## src/rtl/tmr_pkg.sv

```systemverilog
// Shared constants and types for the 8-bit timer with compare output
package tmr_pkg;

    // Register byte offsets on the AHB-Lite bus
    localparam logic [7:0] TMR_OFS_CTRL = 8'h00;
    localparam logic [7:0] TMR_OFS_COUNT = 8'h04;
    localparam logic [7:0] TMR_OFS_COMPARE = 8'h08;
    localparam logic [7:0] TMR_OFS_FLAGS = 8'h0C;
    localparam logic [7:0] TMR_OFS_IRQ_EN = 8'h10;
    localparam logic [7:0] TMR_OFS_STATUS = 8'h14;

    // Control register field positions
    localparam int TMR_CS_LSB = 0;
    localparam int TMR_WGM_LSB = 3;
    localparam int TMR_COM_LSB = 5;
    localparam int TMR_FOC_BIT = 7;

    // Flag and interrupt enable bit positions
    localparam int TMR_OVF_BIT = 0;
    localparam int TMR_CMP_BIT = 1;

    // Status register field positions
    localparam int TMR_ST_OC_BIT = 0;
    localparam int TMR_ST_DOWN_BIT = 1;
    localparam int TMR_ST_BLOCK_BIT = 2;
    localparam int TMR_ST_OCR_LSB = 8;

    // Waveform generation mode encodings
    localparam logic [1:0] TMR_WGM_NORMAL = 2'h0;
    localparam logic [1:0] TMR_WGM_PHASE = 2'h1;
    localparam logic [1:0] TMR_WGM_CTC = 2'h2;
    localparam logic [1:0] TMR_WGM_FAST = 2'h3;

    // Compare output action encodings
    localparam logic [1:0] TMR_COM_NONE = 2'h0;
    localparam logic [1:0] TMR_COM_TOGGLE = 2'h1;
    localparam logic [1:0] TMR_COM_CLEAR = 2'h2;
    localparam logic [1:0] TMR_COM_SET = 2'h3;

    // Clock source select encodings
    localparam logic [2:0] TMR_CS_STOP = 3'h0;
    localparam logic [2:0] TMR_CS_DIV1 = 3'h1;
    localparam logic [2:0] TMR_CS_DIV8 = 3'h2;
    localparam logic [2:0] TMR_CS_DIV64 = 3'h3;
    localparam logic [2:0] TMR_CS_DIV256 = 3'h4;
    localparam logic [2:0] TMR_CS_DIV1024 = 3'h5;
    localparam logic [2:0] TMR_CS_EXT_FALL = 3'h6;
    localparam logic [2:0] TMR_CS_EXT_RISE = 3'h7;

    // Prescaler terminal masks, one per division ratio above 1
    localparam int TMR_PRE_W = 10;
    localparam logic [9:0] TMR_PRE_MASK8 = 10'h007;
    localparam logic [9:0] TMR_PRE_MASK64 = 10'h03F;
    localparam logic [9:0] TMR_PRE_MASK256 = 10'h0FF;
    localparam logic [9:0] TMR_PRE_MASK1024 = 10'h3FF;

    // Counter extremes
    localparam logic [7:0] TMR_BOTTOM = 8'h00;
    localparam logic [7:0] TMR_MAX = 8'hFF;

    // AHB transfer type and response codes
    localparam logic [1:0] TMR_HTRANS_NONSEQ = 2'h2;
    localparam logic TMR_HRESP_OKAY = 1'b0;

    // Complete state of the timer core
    typedef struct packed {
        logic [2:0] clock_source_select;
        logic [1:0] waveform_mode_select;
        logic [1:0] compare_output_action;
        logic [7:0] counter_value;
        logic [7:0] compare_value_reg;
        logic [7:0] compare_buffer;
        logic count_down;
        logic match_block;
        logic compare_output_state;
        logic overflow_flag;
        logic compare_match_flag;
        logic overflow_irq_enable;
        logic compare_irq_enable;
        logic dp_write;
        logic [7:0] dp_addr;
        logic [31:0] rdata;
        logic ready;
        logic overflow_irq;
        logic compare_irq;
        logic pin_out;
        logic pin_oe;
    } tmr_state_t;

    // State of the tick generator
    typedef struct packed {
        logic [TMR_PRE_W-1:0] prescale;
        logic ext_meta;
        logic ext_sync;
        logic ext_prev;
        logic tick;
    } tmr_tick_state_t;

endpackage

```

## src/rtl/tmr_tick_gen.sv

```systemverilog
// Timer tick generator: prescaler and external edge source
`timescale 1ns/1ps
`default_nettype none

module tmr_tick_gen
    import tmr_pkg::*;
(
    // Clock and reset
    input wire logic hclk,
    input wire logic hresetn,
    // Source selection and external pin
    input wire logic [2:0] clock_source_select,
    input wire logic ext_tick_pin,
    // One-cycle timer tick
    output logic timer_tick
);

    tmr_tick_state_t q;
    tmr_tick_state_t d;

    // Prescaler free-runs; selection picks stop, every cycle, one terminal count or an edge
    always_comb begin
        d = q;
        d.prescale = q.prescale + 10'h001;
        d.ext_meta = ext_tick_pin;
        d.ext_sync = q.ext_meta;
        d.ext_prev = q.ext_sync;
        case (clock_source_select)
            TMR_CS_STOP: d.tick = 1'b0;
            TMR_CS_DIV1: d.tick = 1'b1;
            TMR_CS_DIV8: d.tick = (q.prescale & TMR_PRE_MASK8) == TMR_PRE_MASK8;
            TMR_CS_DIV64: d.tick = (q.prescale & TMR_PRE_MASK64) == TMR_PRE_MASK64;
            TMR_CS_DIV256: d.tick = (q.prescale & TMR_PRE_MASK256) == TMR_PRE_MASK256;
            TMR_CS_DIV1024: d.tick = q.prescale == TMR_PRE_MASK1024;
            TMR_CS_EXT_FALL: d.tick = q.ext_prev & ~q.ext_sync;
            TMR_CS_EXT_RISE: d.tick = ~q.ext_prev & q.ext_sync;
            default: d.tick = 1'b0;
        endcase
    end

    // State register
    always_ff @(posedge hclk or negedge hresetn) begin
        if (!hresetn) begin
            q <= '0;
        end else begin
            q <= d;
        end
    end

    assign timer_tick = q.tick;

endmodule

`default_nettype wire

```

## src/rtl/tmr_core.sv

```systemverilog
// 8-bit timer: counter, comparator, compare output unit and AHB-Lite registers
`timescale 1ns/1ps
`default_nettype none

module tmr_core
    import tmr_pkg::*;
(
    // Clock and reset
    input wire logic hclk,
    input wire logic hresetn,
    // AHB-Lite slave
    input wire logic hsel,
    input wire logic [31:0] haddr,
    input wire logic [1:0] htrans,
    input wire logic hwrite,
    input wire logic [2:0] hsize,
    input wire logic [31:0] hwdata,
    input wire logic hready,
    output logic [31:0] hrdata,
    output logic hreadyout,
    output logic hresp,
    // CPU side interrupt handshake
    input wire logic global_irq_enable,
    input wire logic overflow_irq_ack,
    input wire logic compare_irq_ack,
    output logic overflow_irq,
    output logic compare_irq,
    // External tick pin
    input wire logic ext_tick_pin,
    // Port pin
    input wire logic output_pin_direction,
    input wire logic port_data,
    output logic pin_out,
    output logic pin_oe
);

    tmr_state_t q;
    tmr_state_t d;
    // Registered tick, one cycle wide
    logic timer_tick;

    // True in either PWM mode, where the compare value is buffered
    function automatic logic is_pwm(input logic [1:0] wgm);
        is_pwm = (wgm == TMR_WGM_PHASE) || (wgm == TMR_WGM_FAST);
    endfunction

    // Count at its maximum
    function automatic logic at_max(input logic [7:0] cnt);
        at_max = cnt == TMR_MAX;
    endfunction

    // Output state after a compare match for the given mode and action
    function automatic logic match_action(input logic [1:0] wgm, input logic [1:0] com,
                                          input logic oc, input logic down);
        logic r;
        r = oc;
        case (com)
            TMR_COM_NONE: r = oc;
            TMR_COM_TOGGLE: r = (wgm == TMR_WGM_PHASE) ? oc : ~oc;
            TMR_COM_CLEAR: r = (wgm == TMR_WGM_PHASE) ? down : 1'b0;
            TMR_COM_SET: r = (wgm == TMR_WGM_PHASE) ? ~down : 1'b1;
            default: r = oc;
        endcase
        match_action = r;
    endfunction

    // Register read decode
    function automatic logic [31:0] read_reg(input logic [7:0] addr, input tmr_state_t s);
        logic [31:0] r;
        r = 32'h0000_0000;
        case (addr)
            TMR_OFS_CTRL: begin
                r[TMR_CS_LSB +: 3] = s.clock_source_select;
                r[TMR_WGM_LSB +: 2] = s.waveform_mode_select;
                r[TMR_COM_LSB +: 2] = s.compare_output_action;
            end
            TMR_OFS_COUNT: r[7:0] = s.counter_value;
            TMR_OFS_COMPARE: r[7:0] = s.compare_buffer;
            TMR_OFS_FLAGS: begin
                r[TMR_OVF_BIT] = s.overflow_flag;
                r[TMR_CMP_BIT] = s.compare_match_flag;
            end
            TMR_OFS_IRQ_EN: begin
                r[TMR_OVF_BIT] = s.overflow_irq_enable;
                r[TMR_CMP_BIT] = s.compare_irq_enable;
            end
            TMR_OFS_STATUS: begin
                r[TMR_ST_OC_BIT] = s.compare_output_state;
                r[TMR_ST_DOWN_BIT] = s.count_down;
                r[TMR_ST_BLOCK_BIT] = s.match_block;
                r[TMR_ST_OCR_LSB +: 8] = s.compare_value_reg;
            end
            default: r = 32'h0000_0000;
        endcase
        read_reg = r;
    endfunction

    // Tick source
    tmr_tick_gen tmr_tick_gen_inst (
        .hclk(hclk),
        .hresetn(hresetn),
        .clock_source_select(q.clock_source_select),
        .ext_tick_pin(ext_tick_pin),
        .timer_tick(timer_tick)
    );

    // Next-state logic
    always_comb begin
        logic take;
        logic match;
        logic set_ovf;
        logic set_cmp;
        logic [7:0] wr_byte;
        logic [1:0] new_wgm;
        logic [1:0] new_com;
        take = 1'b0;
        match = 1'b0;
        set_ovf = 1'b0;
        set_cmp = 1'b0;
        wr_byte = hwdata[7:0];
        new_wgm = hwdata[TMR_WGM_LSB +: 2];
        new_com = hwdata[TMR_COM_LSB +: 2];
        d = q;
        d.dp_write = 1'b0;
        d.ready = 1'b1;

        // Address phase: capture write intent, prefetch read data
        // NONSEQ or SEQ starts a transfer
        take = hsel && hready && (htrans == TMR_HTRANS_NONSEQ || htrans == 2'h3);
        if (take) begin
            d.dp_write = hwrite;
            d.dp_addr = {haddr[7:2], 2'h0};
            d.rdata = hwrite ? 32'h0000_0000 : read_reg({haddr[7:2], 2'h0}, q);
        end

        // Flag clears by software write of one or by interrupt service
        // Any set further down wins
        if (q.dp_write && q.dp_addr == TMR_OFS_FLAGS) begin
            if (hwdata[TMR_OVF_BIT]) begin
                d.overflow_flag = 1'b0;
            end
            if (hwdata[TMR_CMP_BIT]) begin
                d.compare_match_flag = 1'b0;
            end
        end
        if (overflow_irq_ack) begin
            d.overflow_flag = 1'b0;
        end
        if (compare_irq_ack) begin
            d.compare_match_flag = 1'b0;
        end

        // Counter unit, only on a timer tick
        if (timer_tick) begin
            // Count before this tick
            match = (q.counter_value == q.compare_value_reg) && !q.match_block;
            d.match_block = 1'b0;
            case (q.waveform_mode_select)
                // Normal: up only
                TMR_WGM_NORMAL: begin
                    d.counter_value = q.counter_value + 8'h01;
                    set_ovf = at_max(q.counter_value);
                end

                // Clear on match
                TMR_WGM_CTC: begin
                    if (match) begin
                        d.counter_value = TMR_BOTTOM;
                    end else begin
                        d.counter_value = q.counter_value + 8'h01;
                        set_ovf = at_max(q.counter_value);
                    end
                end

                // Fast PWM: single slope
                TMR_WGM_FAST: begin
                    // Wrap to bottom
                    if (at_max(q.counter_value)) begin
                        d.counter_value = TMR_BOTTOM;
                        set_ovf = 1'b1;
                        d.compare_value_reg = q.compare_buffer;
                        if (q.compare_output_action[1]) begin
                            d.compare_output_state = ~q.compare_output_action[0];
                        end
                    end else begin
                        d.counter_value = q.counter_value + 8'h01;
                    end
                end

                // Phase PWM: dual slope
                TMR_WGM_PHASE: begin
                    if (!q.count_down) begin
                        // Turn at max
                        if (at_max(q.counter_value)) begin
                            d.count_down = 1'b1;
                            d.counter_value = q.counter_value - 8'h01;
                            d.compare_value_reg = q.compare_buffer;
                        end else begin
                            d.counter_value = q.counter_value + 8'h01;
                        end
                    end else begin
                        // Turn at bottom
                        if (q.counter_value == TMR_BOTTOM) begin
                            d.count_down = 1'b0;
                            d.counter_value = q.counter_value + 8'h01;
                            set_ovf = 1'b1;
                        end else begin
                            d.counter_value = q.counter_value - 8'h01;
                        end
                    end
                end

                // All codes decoded above
                default: d.counter_value = q.counter_value;
            endcase
            // After any bottom action
            if (match) begin
                set_cmp = 1'b1;
                d.compare_output_state = match_action(q.waveform_mode_select,
                    q.compare_output_action, q.compare_output_state, q.count_down);
            end
        end

        // Hardware sets win over clears in the same cycle
        if (set_ovf) begin
            d.overflow_flag = 1'b1;
        end
        if (set_cmp) begin
            d.compare_match_flag = 1'b1;
        end

        // Data phase writes, after the counter so they take priority
        if (q.dp_write) begin
            case (q.dp_addr)
                // Control fields and force
                TMR_OFS_CTRL: begin
                    d.clock_source_select = hwdata[TMR_CS_LSB +: 3];
                    d.waveform_mode_select = new_wgm;
                    d.compare_output_action = new_com;
                    // Down count only in phase PWM
                    if (new_wgm != TMR_WGM_PHASE) begin
                        d.count_down = 1'b0;
                    end
                    // Force: non-PWM modes only
                    if (hwdata[TMR_FOC_BIT] && !is_pwm(new_wgm)) begin
                        d.compare_output_state = match_action(new_wgm, new_com,
                            d.compare_output_state, 1'b0);
                    end
                end

                // Write beats this tick
                TMR_OFS_COUNT: begin
                    d.counter_value = wr_byte;
                    d.match_block = 1'b1;
                end

                // PWM waits for top or bottom
                TMR_OFS_COMPARE: begin
                    d.compare_buffer = wr_byte;
                    if (!is_pwm(q.waveform_mode_select)) begin
                        d.compare_value_reg = wr_byte;
                    end
                end

                // Interrupt enables
                TMR_OFS_IRQ_EN: begin
                    d.overflow_irq_enable = hwdata[TMR_OVF_BIT];
                    d.compare_irq_enable = hwdata[TMR_CMP_BIT];
                end

                // Flags (cleared above), status or unmapped
                default: d.dp_addr = q.dp_addr;
            endcase
        end

        // Interrupt requests
        // One cycle after the cause
        d.overflow_irq = d.overflow_flag && d.overflow_irq_enable && global_irq_enable;
        d.compare_irq = d.compare_match_flag && d.compare_irq_enable
            && global_irq_enable;

        // Port override: action bits choose the source, direction gates it
        // Input pin held low
        d.pin_oe = output_pin_direction;
        if (d.compare_output_action != TMR_COM_NONE) begin
            d.pin_out = output_pin_direction && d.compare_output_state;
        end else begin
            d.pin_out = output_pin_direction && port_data;
        end
    end

    // State register
    always_ff @(posedge hclk or negedge hresetn) begin
        if (!hresetn) begin
            q <= '0;
        end else begin
            q <= d;
        end
    end

    // Outputs straight from the state register; hresp tied to OKAY
    assign hrdata = q.rdata;
    assign hreadyout = q.ready;
    assign hresp = TMR_HRESP_OKAY;
    assign overflow_irq = q.overflow_irq;
    assign compare_irq = q.compare_irq;
    assign pin_out = q.pin_out;
    assign pin_oe = q.pin_oe;

    // Transfer size is not checked: every access is a whole word
    logic unused_ok;
    assign unused_ok = ^{hsize, haddr[31:8], haddr[1:0], hwdata[31:8]};

endmodule

`default_nettype wire

```

## config.mk

```make
export PLATFORM = sky130hd
export DESIGN_NAME = tmr_core
export DESIGN_NICKNAME = d
export VERILOG_FILES = /design/src/rtl/tmr_pkg.sv /design/src/rtl/tmr_tick_gen.sv /design/src/rtl/tmr_core.sv
export SDC_FILE = /design/constraint.sdc
export NUM_CORES = 1
export LEC_CHECK = 0
export BUFFER_PORTS_ARGS = -buffer_cell sky130_fd_sc_hd__buf_4
export CAP_MARGIN = 20
export CORE_MARGIN = 4
export CORE_UTILIZATION = 40
export CTS_BUF_LIST = sky130_fd_sc_hd__clkbuf_4 sky130_fd_sc_hd__clkbuf_8
export CTS_CLUSTER_DIAMETER = 60
export DETAILED_ROUTE_END_ITERATION = 7
export PLACE_DENSITY = 0.66
export SLEW_MARGIN = 10
export SYNTH_ARGS = -nofsm -noshare
export SYNTH_HDL_FRONTEND = slang
export SYNTH_SLANG_ARGS = --single-unit
export TNS_END_PERCENT = 1
```

## constraint.sdc

```tcl
create_clock -name hclk -period 4.44 [get_ports hclk]
set_input_delay 0.222 -clock hclk [delete_from_list [all_inputs] [get_ports hclk]]
set_output_delay 0.222 -clock hclk [all_outputs]
set_load 0.03 [all_outputs]
```

==> metrics.md <==
| Metric | Value |
|---|---|
| Sequential fraction of design power | `0.474` |
| Number of vias per cell | `5.52` |
| Count of unique library cells instantiated by Yosys | `69` |
| Drt total wl | `10800 um` |
| Synthesized netlist cell count | `454` |
| Vias in the first global route | `3449` |
| GRT Residual Overflow | `0` |
| Syn Area/Cell | `10.3 um^2` |
| Comb pwr share | `0.269` |
| Final Critical Period | `2.61 ns` |
| Max Cap Viol | `0` |
| Max-slew violations | `0` |
| Area share of the largest cell type after synthesis | `0.430` |
| I/O pins | `118` |
| Register area share after synthesis | `0.430` |
| Detail Route Antenna Nets | `0` |
| Post-DR wirelength/cell | `17.3 um` |
| CP Launch Type | `flop` |
| RePlAce Congestion | `0.823` |
| First-pass GRT wire length | `17900 um` |
| VDD IR max | `0.239 mV` |
| Yosys warning count | `0` |
| Fillers | `1120` |
| Resize count post-CTS | `0` |
| Synth area leaders | `dfrtp_1, mux2_2, buf_4` |
| Initial Utilization | `0.408` |
| Crit path arrival time | `2.86 ns` |
| 1st-iter DRT viols | `270` |
| Fin util | `0.446` |
| Pre-antenna DRT Iters | `4` |
| Final TNS setup | `0 ns` |
| Worst Slack Setup Final | `1.83 ns` |
| Crit-path cells | `inv_1 -> ha_1 -> or2b_4 -> nor2_8 -> a2bb2oi_4 -> a2111oi_2 -> o221ai_1 -> o211a_1` |
| Number of synthesized register bits | `80` |
| Final setup vio count | `0` |
| Worst Path Required | `4.69 ns` |
| Buf/Inv on CP | `1` |
| Crit path capture type | `flop` |
| Post-synth EDFFs | `0` |
| Final HPWL DP | `7710 um` |
| Tot GR Track Use | `0.170` |
| Clk_lat worst skew | `0.36 ns` |
| Status | `finished clean` |
| Vias | `3433` |
| Hold Violations, Final | `0` |
| Fmax | `0.384 GHz` |
| Hold WC Path Type | `input port to flop` |
| Worst R2R Setup Slack | `1.83 ns` |
| Die W | `116 um` |
| Post-CTS setup buffers | `0` |
| Clock buffer depth | `2` |
| PwrDens | `436 nW/um^2` |
| Ys flop type | `dfrtp_1` |
| Worst Path Max Fanout | `10` |
| Placeable Area | `11400 um^2` |
| Sw frac | `0.376` |
| IO Port Bufs | `46` |
| Multi-input gate area | `2240 um^2` |
| DR DRC count | `0` |
| Layout area overhead | `9.43%` |
| Diodes inserted | `0` |
| H-tree levels | `3` |
| Worst slack at placement | `1.86 ns` |
| Proportion of layout cells with a drive suffix above 1 | `0.213` |
| Worst-path clk slew | `0.09 ns` |
| Clock Sinks | `80` |
| RSZ-0062 raised after global routing | `false` |
| Post-synth ARST share | `1.00` |
| CP max stage cell | `a2111oi_2` |
| Final clock skew | `0.0129 ns` |
| Die height | `116 um` |
| Critical path's largest stage delay | `0.61 ns` |
| Largest net degree at the start of global routing | `81` |
| Crit share post-route | `0.587` |
| Largest area contributor in the netlist | `dfrtp_1` |
| Delay-heaviest family, CP | `compound AO/OA/AOI/OAI gates` |
| Synthesized cell area | `4660 um^2` |
| Slew margin rel. | `0.351` |
| CP Class | `flop to flop` |
| Slew @ Worst Pin | `0.949 ns` |
| Sequential cell area | `2000 um^2` |
| P_int | `1.38 mW` |
| Die area | `13400 um^2` |
| Antenna violations before repair | `0` |
| P_sw | `0.836 mW` |
| Nets | `563` |
| # rows | `39` |
| Clock power frac | `0.257` |
| Pleak | `2.39 nW` |
| CTS root buffer | `clkbuf_8` |
| TritonCTS Buffers | `9` |
| CTS tree | `yes` |
## final timing paths
check | from | endpoint | cells past startpoint
max | q[69] | q[73] | 8
min | hwrite | q[45] | 3
max reg2reg | q[69] | q[73] | 8
min reg2reg | tmr_tick_gen_inst.d[2] | tmr_tick_gen_inst.d[1] | 0
max in group asynchronous | hresetn | tmr_tick_gen_inst.q[6] | 3
min in group asynchronous | hresetn | q[52] | 2
## kinds of logic after synthesis
| family | Yosys count | synth area share |
|---|---|---|
| compound gates | 108 | 0.175 |
| xor+xnor | 24 | 0.0452 |
| fa+ha+maj | 9 | 0.0242 |
| buf+inv | 73 | 0.101 |
| flops | 80 | 0.430 |
| mux | 31 | 0.0734 |
| other cells | 2 | 0.00161 |
| simple gates | 127 | 0.149 |
## registers in the layout, indices dropped and copies added (netlist names)
| signal | count |
|---|---|
| tmr_tick_gen_inst.timer_tick | 1 |
| tmr_tick_gen_inst.d | 2 |
| overflow_irq | 1 |
| q | 45 |
| tmr_tick_gen_inst.q | 11 |
| pin_out | 1 |
| hreadyout | 1 |
| pin_oe | 1 |
| hrdata | 16 |
| compare_irq | 1 |
## through the flow
step,power (mW),hold slack [ns],cells,instance area [um^2]
floorplan,1.53,-0.0736,470,4720
global placement,1.63,0.332,602,4830
detailed placement,1.66,0.332,602,4830
CTS,2.23,0.0710,620,5060
global route,2.36,0.0804,622,5090
finish,2.22,0.0796,622,5090
## placed cells by master (no fill, tap or decap), types with 3 or more instances in the layout
cell,n
dfrtp_1,80
buf_4,46
nor2_1,30
nand2_1,29
mux2_2,25
o21ai_0,22
conb_1,18
inv_1,16
xor2_1,15
a22o_1,15
a21oi_1,14
and3_1,11
nand3_1,11
nor3_1,10
xnor2_1,9
ha_1,9
clkbuf_8,9
o21a_1,7
o211a_1,6
mux2i_1,6
o221ai_1,5
nor2b_1,5
nor4_1,4
or3_1,4
a22oi_1,4
nand4_1,3
a31oi_1,3
o211ai_1,3
o21ai_1,3
o32a_1,3
o22ai_1,3
inv_6,3
dlygate4sd3_1,3
## synthesized netlist by cell type, drive strengths merged (11+ instances only)
cell	number
nor2	31
a21oi	14
mux2	25
nor3	11
clkbuf	11
nand2	29
buf	45
o21ai	26
dfrtp	80
nand3	11
inv	16
a22o	15
xor2	15
and3	11
## power by group through the flow
stage	registers (mW)	clock network (mW)	logic, mW
CTS	1.05	0.586	0.597
global route	1.07	0.620	0.673
finish	1.05	0.570	0.598
floorplan	0.913	0	0.616
detailed placement	1.06	0	0.594
global placement	1.05	0	0.579
## final cells by class
class	count	area share
multi-input combinational	317	0.440
clock inverter	7	0.0165
timing repair buffer	50	0.0791
inverter	16	0.0118
tap	143	0.0351
clock buffer	9	0.0243
sequential	80	0.393
## worst min-delay path, cell delays in order
cell and delay, ns:
buf_4 0.11, inv_1 0.04, nor2_1 0.04
## what timing repair did
| action | 4_1_cts | 5_1_grt |
|---|---|---|
| setup endpoints to repair | 0 | 0 |
| hold endpoints to repair | 2 | 17 |
| hold buffers | 2 | 1 |
## layer usage
layer  track usage  share of wire  vias up
met5             0              0        -
met3        0.0319          0.068       16
li1              -              -     1631
met1         0.230           0.42     1670
met4        0.0441          0.018        0
met2         0.281           0.49      116
No activity file was read; power rests on OpenSTA's default activity.
